<file path="config.mk">
export PLATFORM = sky130hd
export DESIGN_NAME = smct_timer
export DESIGN_NICKNAME = d
export VERILOG_FILES = /design/src/design/smct_pkg.sv /design/src/design/smct_timer.sv
export SDC_FILE = /design/constraint.sdc
export NUM_CORES = 1
export LEC_CHECK = 0
export ABC_AREA = 1
export BUFFER_PORTS_ARGS = -buffer_cell sky130_fd_sc_hd__buf_2
export CAP_MARGIN = 15
export CORE_MARGIN = 5
export CORE_UTILIZATION = 24
export DETAILED_ROUTE_END_ITERATION = 10
export PLACE_DENSITY = 0.45
export SLEW_MARGIN = 20
export SYNTH_ARGS = -nofsm -noshare
export SYNTH_HDL_FRONTEND = slang
export SYNTH_SLANG_ARGS = --single-unit
</file>
<file path="constraint.sdc">
create_clock -name clock_i -period 3.7 [get_ports clock_i]
set_input_delay 0.555 -clock clock_i [delete_from_list [all_inputs] [get_ports clock_i]]
set_output_delay 0.555 -clock clock_i [all_outputs]
set_load 0.02 [all_outputs]
</file>
<file path="src/design/smct_pkg.sv">
// Shared constants of the match/capture timer: offsets, fields, widths.
// Assumes a 32-bit register port with byte offsets, one word per register.
package smct_pkg;
	// ==========================================================
	// Widths
	localparam int CNT_W = 16; // Count, divider and compare width
	localparam int ADDR_W = 8; // Register port address width
	localparam int DATA_W = 32; // Register port data width
	localparam int NUM_CMP = 4; // Compare channels
	localparam int NUM_PIN = 3; // Widest set of compare pins
	localparam int NUM_FLAG = 5; // Pending-event flags
	// ==========================================================
	// Register offsets
	localparam logic [ADDR_W-1:0] OFS_EVENT_FLAGS = 8'h00;
	localparam logic [ADDR_W-1:0] OFS_RUN_CONTROL = 8'h04;
	localparam logic [ADDR_W-1:0] OFS_MAIN_COUNT = 8'h08;
	localparam logic [ADDR_W-1:0] OFS_DIVIDER_LIMIT = 8'h0c;
	localparam logic [ADDR_W-1:0] OFS_DIVIDER_COUNT = 8'h10;
	localparam logic [ADDR_W-1:0] OFS_ACTION_CONTROL = 8'h14;
	localparam logic [ADDR_W-1:0] OFS_COMPARE_0 = 8'h18;
	localparam logic [ADDR_W-1:0] OFS_COMPARE_1 = 8'h1c;
	localparam logic [ADDR_W-1:0] OFS_COMPARE_2 = 8'h20;
	localparam logic [ADDR_W-1:0] OFS_COMPARE_3 = 8'h24;
	localparam logic [ADDR_W-1:0] OFS_SNAP_CONTROL = 8'h28;
	localparam logic [ADDR_W-1:0] OFS_SNAP_VALUE = 8'h2c;
	localparam logic [ADDR_W-1:0] OFS_EXT_CONTROL = 8'h3c;
	localparam logic [ADDR_W-1:0] OFS_SOURCE_SELECT = 8'h70;
	localparam logic [ADDR_W-1:0] OFS_PULSE_ENABLE = 8'h74;
	// ==========================================================
	// Field positions
	localparam int RUN_ENABLE_BIT = 0; // Counting enable
	localparam int RUN_RESET_BIT = 1; // Hold count and divider at zero
	localparam int RUN_W = 2;
	localparam int ACT_IRQ_BIT = 0; // Per channel: flag on match
	localparam int ACT_RESET_BIT = 1; // Per channel: reset count
	localparam int ACT_STOP_BIT = 2; // Per channel: stop count
	localparam int ACT_STRIDE = 3; // Bits per channel
	localparam int ACT_W = 12;
	localparam int SNAP_RISE_BIT = 0; // Snapshot on rising edge
	localparam int SNAP_FALL_BIT = 1; // Snapshot on falling edge
	localparam int SNAP_IRQ_BIT = 2; // Flag on snapshot
	localparam int SNAP_CTRL_W = 3;
	localparam int EXT_STATE_W = 4; // Output levels in bits 3:0
	localparam int EXT_ACT_LSB = 4; // Two action bits per channel
	localparam int EXT_ACT_W = 2;
	localparam int EXT_W = 12;
	localparam int SRC_MODE_LSB = 0; // Two mode bits
	localparam int SRC_SEL_LSB = 2; // Two input-select bits
	localparam int SRC_W = 4;
	localparam int FLAG_SNAP_BIT = 4; // Capture flag position
	// ==========================================================
	// Encodings
	localparam logic [1:0] MODE_TIMER = 2'h0;
	localparam logic [1:0] MODE_RISE = 2'h1;
	localparam logic [1:0] MODE_FALL = 2'h2;
	localparam logic [1:0] MODE_BOTH = 2'h3;
	localparam logic [1:0] SEL_SNAP_PIN = 2'h0; // Only input on offer
	localparam logic [1:0] EXT_NOTHING = 2'h0;
	localparam logic [1:0] EXT_LOW = 2'h1;
	localparam logic [1:0] EXT_HIGH = 2'h2;
	localparam logic [1:0] EXT_TOGGLE = 2'h3;
	localparam logic [CNT_W-1:0] CNT_ZERO = 16'h0000;
	localparam logic [CNT_W-1:0] CNT_ONE = 16'h0001;
	localparam logic [DATA_W-1:0] DATA_ZERO = 32'h0000_0000;
endpackage : smct_pkg

</file>
<file path="src/design/smct_timer.sv">
// Sixteen-bit match/capture timer with its register bank.
// Assumes a single-cycle register port master and an asynchronous pin
// for snapshot input; compare pins feed the pad logic directly.
//
// Operation
// - Timer mode counts every limit-plus-one clocks
// - Divider climbs to limit, then clears, count increments
// - Run control disables counting or holds reset
// - Five readable event flags, cleared by writing
// - Compare match resets, stops, flags per channel
// - Qualifying snapshot pin edge captures the count
// - Software picks snapshot edges and flagging
// - Match toggles, lowers, raises or keeps output
// - Instance zero three outputs, instance one two
// - Source select: timer or counter with edges
// - Snapshot pin may serve as count clock
// - Pulse mode drives single-edge PWM outputs
// - All implemented register bits reset to zero
// - Instances identical apart from address and pinned output count
// - One clears a flag, zero leaves it
// - Flags at bits 3:0, capture bit 4
//
// Design decision made here: the plain strobed port.
`timescale 1ns/1ps
module smct_timer #(
	parameter int NUM_OUT = 3 // Pinned outputs: 3 or 2
) (
	input wire logic clock_i, // 10 MHz clock
	input wire logic nrst_i, // Asynchronous reset, active low
	input wire logic [smct_pkg::ADDR_W-1:0] addr_i, // Byte offset
	input wire logic [smct_pkg::DATA_W-1:0] wdata_i, // Write data
	input wire logic wr_i, // Write strobe
	input wire logic rd_i, // Read strobe
	output logic [smct_pkg::DATA_W-1:0] rdata_o, // Read data, next cycle
	input wire logic snapshot_in_pin_i, // Asynchronous capture pin
	output logic [smct_pkg::NUM_PIN-1:0] compare_out_pin_o // Match pins
);
	import smct_pkg::*;

	// ==========================================================
	// Storage
	logic [RUN_W-1:0] run_ff; // Enable and reset bits
	logic [CNT_W-1:0] count_ff; // Main count
	logic [CNT_W-1:0] limit_ff; // Divider limit
	logic [CNT_W-1:0] div_ff; // Divider count
	logic [ACT_W-1:0] action_ff; // Per-channel match actions
	logic [CNT_W-1:0] cmp_ff [NUM_CMP]; // Compare values
	logic [SNAP_CTRL_W-1:0] snap_ctrl_ff; // Snapshot edges and flag
	logic [CNT_W-1:0] snap_ff; // Snapshot value
	logic [EXT_W-1:0] ext_ff; // Output levels and actions
	logic [SRC_W-1:0] src_ff; // Count source select
	logic [NUM_CMP-1:0] pulse_ff; // Pulse mode per channel
	logic [NUM_FLAG-1:0] flags_ff; // Pending events
	logic [DATA_W-1:0] rdata_ff; // Registered read answer
	logic [NUM_PIN-1:0] pin_ff; // Registered pin levels
	logic [2:0] sync_ff; // Two sync stages plus edge history

	// ==========================================================
	// Decode
	// Offsets only; the base address is decoded outside
	logic wr_flags, wr_run, wr_count, wr_limit, wr_div;
	logic wr_action, wr_snap_ctrl, wr_ext, wr_src, wr_pulse;
	logic [NUM_CMP-1:0] wr_cmp; // Compare value writes
	assign wr_flags = wr_i && (addr_i == OFS_EVENT_FLAGS);
	assign wr_run = wr_i && (addr_i == OFS_RUN_CONTROL);
	assign wr_count = wr_i && (addr_i == OFS_MAIN_COUNT);
	assign wr_limit = wr_i && (addr_i == OFS_DIVIDER_LIMIT);
	assign wr_div = wr_i && (addr_i == OFS_DIVIDER_COUNT);
	assign wr_action = wr_i && (addr_i == OFS_ACTION_CONTROL);
	assign wr_snap_ctrl = wr_i && (addr_i == OFS_SNAP_CONTROL);
	assign wr_ext = wr_i && (addr_i == OFS_EXT_CONTROL);
	assign wr_src = wr_i && (addr_i == OFS_SOURCE_SELECT);
	assign wr_pulse = wr_i && (addr_i == OFS_PULSE_ENABLE);
	assign wr_cmp[0] = wr_i && (addr_i == OFS_COMPARE_0);
	assign wr_cmp[1] = wr_i && (addr_i == OFS_COMPARE_1);
	assign wr_cmp[2] = wr_i && (addr_i == OFS_COMPARE_2);
	assign wr_cmp[3] = wr_i && (addr_i == OFS_COMPARE_3);

	// ==========================================================
	// Snapshot pin: sync and edges
	// Stage 0 is read only by stage 1; edges come from stages 1 and 2
	always_ff @(posedge clock_i or negedge nrst_i)
	begin
		if (!nrst_i)
			sync_ff <= 3'h0;
		else
			sync_ff <= {sync_ff[1:0], snapshot_in_pin_i};
	end

	logic pin_rise, pin_fall; // Synchronised edges
	assign pin_rise = sync_ff[1] && !sync_ff[2];
	assign pin_fall = !sync_ff[1] && sync_ff[2];

	// ==========================================================
	// Count source and tick
	logic [1:0] mode; // Timer or edge counting
	logic [1:0] in_sel; // Counter input selection
	logic src_edge; // Qualifying counter edge
	logic tick; // One unit of counting
	assign mode = src_ff[SRC_MODE_LSB +: 2];
	assign in_sel = src_ff[SRC_SEL_LSB +: 2];
	// Pin used as counting clock; unused selections never give a counter edge
	always_comb
	begin
		src_edge = 1'b0;
		if (in_sel == SEL_SNAP_PIN)
		begin
			case (mode)
				MODE_RISE: src_edge = pin_rise;
				MODE_FALL: src_edge = pin_fall;
				MODE_BOTH: src_edge = pin_rise || pin_fall;
				default: src_edge = 1'b0;
			endcase
		end
	end
	assign tick = (mode == MODE_TIMER) ? 1'b1 : src_edge;

	logic running; // Enabled and not held in reset
	logic inc_now; // Count advances this cycle
	assign running = run_ff[RUN_ENABLE_BIT] && !run_ff[RUN_RESET_BIT];
	assign inc_now = running && tick && (div_ff == limit_ff);

	// ==========================================================
	// Per-channel match decode
	logic [NUM_CMP-1:0] match; // Match at the counting moment
	logic [NUM_CMP-1:0] m_irq, m_reset, m_stop; // Enabled actions
	genvar gi;
	generate
		for (gi = 0; gi < NUM_CMP; gi++)
		begin : g_match
			// Match is judged only when the count would step, so a
			// held count does not keep re-firing
			assign match[gi] = inc_now && (count_ff == cmp_ff[gi]);
			assign m_irq[gi] = match[gi] &&
				action_ff[gi*ACT_STRIDE + ACT_IRQ_BIT];
			assign m_reset[gi] = match[gi] &&
				action_ff[gi*ACT_STRIDE + ACT_RESET_BIT];
			assign m_stop[gi] = match[gi] &&
				action_ff[gi*ACT_STRIDE + ACT_STOP_BIT];
		end
	endgenerate

	// ==========================================================
	// Run control
	// A stop match wins over a same-cycle write that re-enables
	always_ff @(posedge clock_i or negedge nrst_i)
	begin
		if (!nrst_i)
			run_ff <= '0;
		else if (|m_stop)
			run_ff[RUN_ENABLE_BIT] <= 1'b0;
		else if (wr_run)
			run_ff <= wdata_i[RUN_W-1:0];
	end

	// ==========================================================
	// Main count
	always_ff @(posedge clock_i or negedge nrst_i)
	begin
		if (!nrst_i)
			count_ff <= CNT_ZERO;
		else if (run_ff[RUN_RESET_BIT])
			count_ff <= CNT_ZERO;
		else if (wr_count)
			count_ff <= wdata_i[CNT_W-1:0];
		else if (inc_now)
		begin
			if (|m_reset)
				count_ff <= CNT_ZERO;
			else if (|m_stop)
				count_ff <= count_ff; // Frozen at match value
			else
				count_ff <= count_ff + CNT_ONE;
		end
	end

	// ==========================================================
	// Divider
	always_ff @(posedge clock_i or negedge nrst_i)
	begin
		if (!nrst_i)
			div_ff <= CNT_ZERO;
		else if (run_ff[RUN_RESET_BIT])
			div_ff <= CNT_ZERO;
		else if (wr_div)
			div_ff <= wdata_i[CNT_W-1:0];
		else if (running && tick)
		begin
			// Limit below the count after a write still wraps at 16 bits
			if (div_ff == limit_ff)
				div_ff <= CNT_ZERO;
			else
				div_ff <= div_ff + CNT_ONE;
		end
	end

	// ==========================================================
	// Plain configuration registers
	always_ff @(posedge clock_i or negedge nrst_i)
	begin
		if (!nrst_i)
		begin
			limit_ff <= CNT_ZERO;
			action_ff <= '0;
			snap_ctrl_ff <= '0;
			src_ff <= '0;
			pulse_ff <= '0;
		end
		else
		begin
			if (wr_limit)
				limit_ff <= wdata_i[CNT_W-1:0];
			if (wr_action)
				action_ff <= wdata_i[ACT_W-1:0];
			if (wr_snap_ctrl)
				snap_ctrl_ff <= wdata_i[SNAP_CTRL_W-1:0];
			if (wr_src)
				src_ff <= wdata_i[SRC_W-1:0];
			if (wr_pulse)
				pulse_ff <= wdata_i[NUM_CMP-1:0];
		end
	end

	generate
		for (gi = 0; gi < NUM_CMP; gi++)
		begin : g_cmp
			// Compare value store
			always_ff @(posedge clock_i or negedge nrst_i)
			begin
				if (!nrst_i)
					cmp_ff[gi] <= CNT_ZERO;
				else if (wr_cmp[gi])
					cmp_ff[gi] <= wdata_i[CNT_W-1:0];
			end
		end
	endgenerate

	// ==========================================================
	// Snapshot capture
	logic snap_evt; // Qualifying snapshot edge
	assign snap_evt = (pin_rise && snap_ctrl_ff[SNAP_RISE_BIT]) ||
		(pin_fall && snap_ctrl_ff[SNAP_FALL_BIT]);
	always_ff @(posedge clock_i or negedge nrst_i)
	begin
		if (!nrst_i)
			snap_ff <= CNT_ZERO;
		else if (snap_evt)
			snap_ff <= count_ff;
	end

	// ==========================================================
	// Event flags
	logic [NUM_FLAG-1:0] flag_set; // Hardware set terms
	assign flag_set = {snap_evt && snap_ctrl_ff[SNAP_IRQ_BIT], m_irq};
	// Set wins over a same-cycle clear so no event is lost
	always_ff @(posedge clock_i or negedge nrst_i)
	begin
		if (!nrst_i)
			flags_ff <= '0;
		else if (wr_flags)
			flags_ff <= (flags_ff & ~wdata_i[NUM_FLAG-1:0]) |
				flag_set;
		else
			flags_ff <= flags_ff | flag_set;
	end

	// ==========================================================
	// External output control
	logic [EXT_STATE_W-1:0] nxt_state; // Levels after match actions
	always_comb
	begin
		nxt_state = wr_ext ? wdata_i[EXT_STATE_W-1:0] :
			ext_ff[EXT_STATE_W-1:0];
		for (int i = 0; i < NUM_CMP; i++)
		begin
			if (match[i])
			begin
				case (ext_ff[EXT_ACT_LSB + i*EXT_ACT_W +: EXT_ACT_W])
					EXT_LOW: nxt_state[i] = 1'b0;
					EXT_HIGH: nxt_state[i] = 1'b1;
					EXT_TOGGLE: nxt_state[i] = !ext_ff[i];
					default: nxt_state[i] = ext_ff[i];
				endcase
			end
		end
	end
	always_ff @(posedge clock_i or negedge nrst_i)
	begin
		if (!nrst_i)
			ext_ff <= '0;
		else if (wr_ext)
			ext_ff <= {wdata_i[EXT_W-1:EXT_STATE_W], nxt_state};
		else
			ext_ff[EXT_STATE_W-1:0] <= nxt_state;
	end

	// ==========================================================
	// Compare pins
	// Pulse mode: low below the compare value, high from it on; the
	// period comes from a resetting match on an unpinned channel
	generate
		for (gi = 0; gi < NUM_PIN; gi++)
		begin : g_pin
			always_ff @(posedge clock_i or negedge nrst_i)
			begin
				if (!nrst_i)
					pin_ff[gi] <= 1'b0;
				else if (gi >= NUM_OUT)
					pin_ff[gi] <= 1'b0;
				else if (pulse_ff[gi])
					pin_ff[gi] <= (count_ff >= cmp_ff[gi]);
				else
					pin_ff[gi] <= ext_ff[gi];
			end
		end
	endgenerate
	assign compare_out_pin_o = pin_ff;

	// ==========================================================
	// Read path: answer in the cycle after the strobe
	logic [DATA_W-1:0] rd_mux; // Selected register, zero extended
	always_comb
	begin
		rd_mux = DATA_ZERO;
		case (addr_i)
			OFS_EVENT_FLAGS: rd_mux[NUM_FLAG-1:0] = flags_ff;
			OFS_RUN_CONTROL: rd_mux[RUN_W-1:0] = run_ff;
			OFS_MAIN_COUNT: rd_mux[CNT_W-1:0] = count_ff;
			OFS_DIVIDER_LIMIT: rd_mux[CNT_W-1:0] = limit_ff;
			OFS_DIVIDER_COUNT: rd_mux[CNT_W-1:0] = div_ff;
			OFS_ACTION_CONTROL: rd_mux[ACT_W-1:0] = action_ff;
			OFS_COMPARE_0: rd_mux[CNT_W-1:0] = cmp_ff[0];
			OFS_COMPARE_1: rd_mux[CNT_W-1:0] = cmp_ff[1];
			OFS_COMPARE_2: rd_mux[CNT_W-1:0] = cmp_ff[2];
			OFS_COMPARE_3: rd_mux[CNT_W-1:0] = cmp_ff[3];
			OFS_SNAP_CONTROL: rd_mux[SNAP_CTRL_W-1:0] = snap_ctrl_ff;
			OFS_SNAP_VALUE: rd_mux[CNT_W-1:0] = snap_ff;
			OFS_EXT_CONTROL: rd_mux[EXT_W-1:0] = ext_ff;
			OFS_SOURCE_SELECT: rd_mux[SRC_W-1:0] = src_ff;
			OFS_PULSE_ENABLE: rd_mux[NUM_CMP-1:0] = pulse_ff;
			default: rd_mux = DATA_ZERO; // Unmapped reads zero
		endcase
	end
	// Data held only for the answer cycle, zero otherwise
	always_ff @(posedge clock_i or negedge nrst_i)
	begin
		if (!nrst_i)
			rdata_ff <= DATA_ZERO;
		else if (rd_i)
			rdata_ff <= rd_mux;
		else
			rdata_ff <= DATA_ZERO;
	end
	assign rdata_o = rdata_ff;
endmodule : smct_timer

</file>
Word-level counts from Yosys, hierarchy flattened
Index checks and enable logic that the tools add are counted.

operators by class
  muxes and demuxes = 34
  magnitude comparators = 3
  divide/modulo/power cells = 0
  $add $sub $neg = 2
  reduce and logical (&&, ||, !) cells = 65
  equality and inequality tests = 39
  bitwise logic cells = 5
  multipliers = 0
  shifts and indexed selects = 0

operators by type and width
  cell                                                             number
  16-bit two-way mux                                               10
  16-bit == test                                                   5
  7-bit one-hot mux with 10 select lines                           1
  16-bit >= comparator                                             3
  8-bit by 6-bit == test with 1-bit output, second input constant  5
  1-bit logical AND                                                38
  16-bit by 1-bit adder with 16-bit output, second input constant  2
  8-bit by 5-bit == test with 1-bit output, second input constant  4
  4-bit one-hot mux with 8 select lines                            1
  2-bit one-hot mux with 15 select lines                           1
  2-bit == test, second input constant                             10
  8-bit by 4-bit == test with 1-bit output, second input constant  2
  8-bit by 7-bit == test with 1-bit output, second input constant  2
  4-bit by 1-bit != test with 1-bit output, second input constant  4
  1-bit one-hot mux with 3 select lines                            5
  1-bit one-hot mux with 14 select lines                           1
  1-bit one-hot mux with 13 select lines                           1
  2-bit AND reduction                                              6
  1-bit two-way mux                                                11
  1-bit one-hot mux with 11 select lines                           1
  2-bit by 1-bit == test with 1-bit output, second input constant  5
  5-bit bitwise OR                                                 2
  2-bit nonzero test                                               5
  8-bit by 3-bit == test with 1-bit output, second input constant  1
  other kinds (12)                                                 22

word-level totals
  output and inout bits = 35
  memory bits (read-only) = 0
  RAM bits = 0
  input port bits = 45
  register bits = 192
  latch bits = 0
  word-level logic and storage cells = 173
  memories = 0

Longest topological paths before layout
  depth in word-level cells = 16
  depth in mapped cells = 19
  mapped depth without buffers = 18

Least setup slack after synthesis
Ideal clock, no wire load.

  path type = flip-flop to flip-flop
  start point = reg count_ff[15]
  end point = reg count_ff[10]
  slack = 1.543 ns
  data required time = 3.583 ns
  buffers on the path = 1
  clock period less this slack = 2.157 ns
  stages on the path, launching flop included = 16
  library setup time = 0.117 ns
  data arrival time = 2.040 ns
  cell sequence = dfrtp_1 -> ha_1 -> nand2_1 -> nor2_1 -> nand4_1 -> nor2_1 -> nand4_1 -> nand2_1 -> inv_2 -> nand2_4 -> nand2_4 -> nand2_8 -> nand2_8 -> buf_6 -> nand2_1 -> nand2_1

on the way
  word-level cells in the longest chain between the ends = 8
  elaborated cells between the ends (all ways) = 24
  classes of those cells = 5 x eq/ne; 4 x mux; 15 x reduce/logical

RTL lines
  what                    RTL line           RTL
  start, declared         smct_timer.sv:43   logic [CNT_W-1:0] count_ff;
  start signal, assigned  smct_timer.sv:165  count_ff <= wdata_i[CNT_W-1:0];
  start signal, assigned  smct_timer.sv:171  count_ff <= count_ff;
  start signal, assigned  smct_timer.sv:173  count_ff <= count_ff + CNT_ONE;
  16-bit == test          smct_timer.sv:133  assign match[gi] = inc_now && (count_ff == cmp_ff[gi]);
  1-bit logical AND       smct_timer.sv:133
  1-bit logical AND       smct_timer.sv:136  assign m_reset[gi] = match[gi] &&
  4-bit OR reduction      smct_timer.sv:168  if (|m_reset)
  16-bit two-way mux      smct_timer.sv:168
  16-bit two-way mux      smct_timer.sv:166  else if (inc_now)
  16-bit two-way mux      smct_timer.sv:164  else if (wr_count)
  16-bit two-way mux      smct_timer.sv:162  else if (run_ff[RUN_RESET_BIT])

Parallel ways exist; a longest one is shown, timed or not. The select of a mux whose other input is x is not followed.
A chain may end at the register's enable or synchronous reset.

Final worst setup path
  start point = reg count_ff[13]
  end point = reg count_ff[11]

The elaborated chain is that of the path after synthesis.

==> impl_summary.md <==
Die
The die covers around 52000 µm². The starting utilization of the core area is between 20% and 30%. The die is 228 µm wide. 80 I/O pins were placed. The floorplan step defined a core boundary enclosing 46700 µm².

Row generation in the floorplan step produced a little under 80 rows. In this run the vertical extent of the chip is 228 µm.

Drt
The total routed wirelength is 41.0 mm. In this run the remaining antenna-violating nets after routing total 0. The number of violations reported at the end of detailed-routing iteration 0 is roughly 980. The vias per cell is about 4.8. Dividing the detail-routed wire length by the instance count gives around 19 µm. The detailed router placed about 10000 vias in this run. The first detailed-routing pass ran for 5 iterations. The number of design rule violations left after detail routing is 0.

Clocking
The cell at the root of the clock tree is sky130_fd_sc_hd__clkbuf_16. The clock passes through at most 2 buffers. TritonCTS built the clock tree. The clock latency of the later-clocked register in the worst-skew pair is ~0.46 ns. The count of cells resized by post-cts repair is 0. In this run, post-CTS hold repair placed 0 buffers. The clock sink total is 192.

The H-tree was split into 4 levels. The clock slew at the register clock pins of the worst setup and hold paths is approximately 0.07 ns. In this run, CTS created clock tree buffers numbering 17. In this run the post-CTS setup repair buffer count came out at 0.

GRT
Global routing used between 20% and 30% of the available met1 tracks. The met2 capacity usage during global routing is about a quarter. Entering global routing, the biggest net connects 78 pins. The aggregate global-route resource usage is about 16%. The initial antenna violation count is 1.

The wire length of the first global-routing pass is 62.5 mm. The total overflow left after global routing is 0. The met3 routing resource usage after global routing is 2.46%. The most heavily used metal layer in global routing is met2. The number of global-route vias before repair was between 9000 and 10000.

Min path
The type of the most critical hold path is in -> async.

Synthesis
The number of distinct standard cells referenced by the synthesized netlist is 41. The cell area after synthesis is approximately 11000 µm². The most common flop cell mapped by yosys is sky130_fd_sc_hd__dfrtp_1. The yosys synthesis warning count is 0. The synthesis-stage register bit count is about 190. The fraction of registers with async set or reset after synthesis is 100%. Sequential elements use roughly 42% of the synthesized area. In this run, synthesis inferred 0 flip-flops with an integrated enable. The instance count of the mapped netlist is around 1500. The synthesized area per cell is about 7.5 µm².

Power
Sequential cells account for around 43% of the total power. The relative contribution of combinational cells to total power is a little under a quarter. Of the total power, the share spent switching nets is around a third. Total power for the finished layout comes to ~0.0058 W.

The net switching component of the power is just over 0.002 W. For this design the ratio of total power to cell area is 449 nW/µm². The cell internal power dissipation is 0.00376 W. The reported leakage power is 6.06 nW.

The clock power share is 33.7%. The worst supply voltage drop on vdd is roughly 0.19 mV.

STA
Setup repair after global routing left no endpoint under its margin. The time the worst path needs with I/O delays and setup is between 2 and 3 ns. At the pin with the least slew margin, the transition time is roughly 0.95 ns. Headroom to the max-slew limit came out at 36.8%. Across the routed clock network, the largest skew measured is roughly 0.012 ns. The worst hold margin is around 0.13 ns. The post-route clock period utilization is between 70% and 80%. The max-slew violation count came to 0. Setup violations remaining at the end of the flow were counted as 0.

The total count of hold-check failures in the final report was 0. Setup total negative slack on the finished layout was measured at 0 ns. For this run, the top clock speed supported by timing is between 300 and 400 MHz.

Setup path
The endpoint identified for the worst register-to-register timing path is count_ff[11]. The maximum fanout count along the critical path is 17. The setup check on the worst reg-to-reg path leaves a slack of ~0.75 ns. The worst register-to-register path begins at count_ff[13]. The required time of the critical path is roughly 4 ns. The worst register-to-register path has a depth of 14. The worst setup path is of the reg -> reg kind. The endpoint type of the worst setup path is a flip-flop.

Data arrives at the worst endpoint at 3.30 ns. STA classifies the critical path startpoint as a flip-flop.

Cells and area
Cells with a size suffix above 1 make up about 8.5% of the layout. The share of the core filled with cells is roughly 28%. The area growth from synthesis to final layout is 13.6%.

The post-route standard cell area excluding fillers is 12900 µm². The final-stage net count is between 1500 and 2000.

Placed design
The HPWL reported at the end of detailed placement is about 32 mm. The count of port buffers added during placement is 47. The placed instances occupy a cell area of around 12000 µm². The routability congestion estimate from global placement is just under 0.9.

Status
The run finished with clean final reports.

Flow run
The number of max-cap violations is 0.
## worst max-delay path by stage
stage                             from            to  slack [ns]  cells after the start
after floorplan           count_ff[15]  count_ff[10]        1.54                     15
after global placement      sync_ff[1]    div_ff[12]        0.70                     12
after detailed placement    sync_ff[1]     div_ff[0]        0.71                     12
after CTS                   sync_ff[1]     div_ff[0]        0.68                     12
after global routing        sync_ff[1]    div_ff[13]        0.49                     12
final                     count_ff[13]  count_ff[11]        0.75                     14
## worst max-delay path, cell delays in order, from the launching register on
cell and delay, ns:
sky130_fd_sc_hd__dfrtp_1 0.54, sky130_fd_sc_hd__ha_1 0.38, sky130_fd_sc_hd__nand2_1 0.10, sky130_fd_sc_hd__nor2_1 0.18, sky130_fd_sc_hd__nand4_1 0.26, sky130_fd_sc_hd__nor2_1 0.39, sky130_fd_sc_hd__nand4_1 0.16, sky130_fd_sc_hd__nand2_1 0.14
sky130_fd_sc_hd__inv_2 0.06, sky130_fd_sc_hd__nand2_4 0.09, sky130_fd_sc_hd__nand2_4 0.06, sky130_fd_sc_hd__nand2_8 0.14, sky130_fd_sc_hd__nand2_8 0.14, sky130_fd_sc_hd__nand2_1 0.11, sky130_fd_sc_hd__nand2_1 0.06
## logic make-up (layout without fill, tap and decap cells)
group / after synthesis / after routing / share of synthesized area [%]
DFF: 192 / 192 / 42.3
xor gates and xnor gates: 19 / 19 / 1.47
adders and majority gates: 56 / 56 / 6.17
and+or+nand+nor: 576 / 576 / 21.2
other: 1 / 17 / 0.0330
buffers and inverters: 295 / 337 / 10.6
AOI/OAI and AO/OA: 365 / 365 / 18.2
## through the flow
| step | std cells | worst slack (ns) |
|---|---|---|
| 6_report | 2169 | 0.748 |
| 5_1_grt | 2168 | 0.493 |
| 4_1_cts | 2168 | 0.678 |
| 3_5_place_dp | 2136 | 0.715 |
| 3_3_place_gp | 2136 | 0.705 |
| 2_1_floorplan | 1519 | 1.54 |
## state kept, by name (all words and copies together) (netlist names), 5 cells and up
register and cells:
flags_ff 5, cmp_ff 64, ext_ff 12, limit_ff 16, rdata_o 16, snap_ff 16
div_ff 16, action_ff 12, count_ff 16
## final cells by class
type                            count  area, µm²
Fill cell                        5145      33800
Multi-Input combinational cell   1032       5400
Sequential cell                   192       4800
Inverter                          229        860
Tap cell                          607        759
Timing Repair Buffer               76        474
Clock buffer                       19        443
Clock inverter                     13        150
Antenna cell                        1       2.50
## power by group through the flow
stage	logic [W]	registers [W]	clock network, W
3_3_place_gp	0.00131	0.00255	0
6_report	0.00133	0.00252	0.00195
5_1_grt	0.00151	0.00254	0.00206
3_5_place_dp	0.00133	0.00255	0
4_1_cts	0.00133	0.00251	0.00201
2_1_floorplan	0.000906	0.00246	0
## Yosys cell counts, types with 3 or more instances
master	number	share of area (%)
sky130_fd_sc_hd__nand2_1	397	13
sky130_fd_sc_hd__inv_1	220	7.3
sky130_fd_sc_hd__dfrtp_1	192	42
sky130_fd_sc_hd__o21ai_0	184	8.1
sky130_fd_sc_hd__nor2_1	74	2.4
sky130_fd_sc_hd__a21oi_1	69	3.0
sky130_fd_sc_hd__ha_1	56	6.2
sky130_fd_sc_hd__o22ai_1	56	3.1
sky130_fd_sc_hd__nand3_1	41	1.8
sky130_fd_sc_hd__clkbuf_1	38	1.3
sky130_fd_sc_hd__nand4_1	23	1.3
sky130_fd_sc_hd__nor3_1	21	0.93
sky130_fd_sc_hd__buf_4	18	1.2
sky130_fd_sc_hd__xor2_1	17	1.3
sky130_fd_sc_hd__a221oi_1	12	0.93
sky130_fd_sc_hd__o2111ai_1	11	0.85
sky130_fd_sc_hd__a31oi_1	8	0.44
sky130_fd_sc_hd__inv_2	7	0.23
sky130_fd_sc_hd__nor2_2	6	0.33
sky130_fd_sc_hd__a211oi_1	5	0.33
sky130_fd_sc_hd__buf_2	5	0.22
sky130_fd_sc_hd__a32oi_1	4	0.31
sky130_fd_sc_hd__nor4_1	4	0.22
sky130_fd_sc_hd__o21bai_1	4	0.26
sky130_fd_sc_hd__buf_6	3	0.30
sky130_fd_sc_hd__nand2_4	3	0.30
## metal layers
| layer | vias up | wire [µm] |
|---|---|---|
| li1 | 5012 | - |
| met1 | 4991 | 19000 |
| met2 | 302 | 19000 |
| met3 | 44 | 2110 |
| met4 | 0 | 952 |
| met5 | - | 0 |
## cells in the final DEF (no fill, tap or decap), types with 17 or more instances in the layout
cell	synthesis	routed
sky130_fd_sc_hd__buf_4	18	28
sky130_fd_sc_hd__xor2_1	17	17
sky130_fd_sc_hd__inv_1	220	220
sky130_fd_sc_hd__nor2_1	74	74
sky130_fd_sc_hd__nand3_1	41	41
sky130_fd_sc_hd__o22ai_1	56	56
sky130_fd_sc_hd__nand2_1	397	397
sky130_fd_sc_hd__o21ai_0	184	184
sky130_fd_sc_hd__buf_2	5	46
sky130_fd_sc_hd__clkbuf_16	0	17
sky130_fd_sc_hd__dfrtp_1	192	192
sky130_fd_sc_hd__ha_1	56	56
sky130_fd_sc_hd__a21oi_1	69	69
sky130_fd_sc_hd__nor3_1	21	21
sky130_fd_sc_hd__nand4_1	23	23
Note: power is estimated with default switching activity, not from simulation.
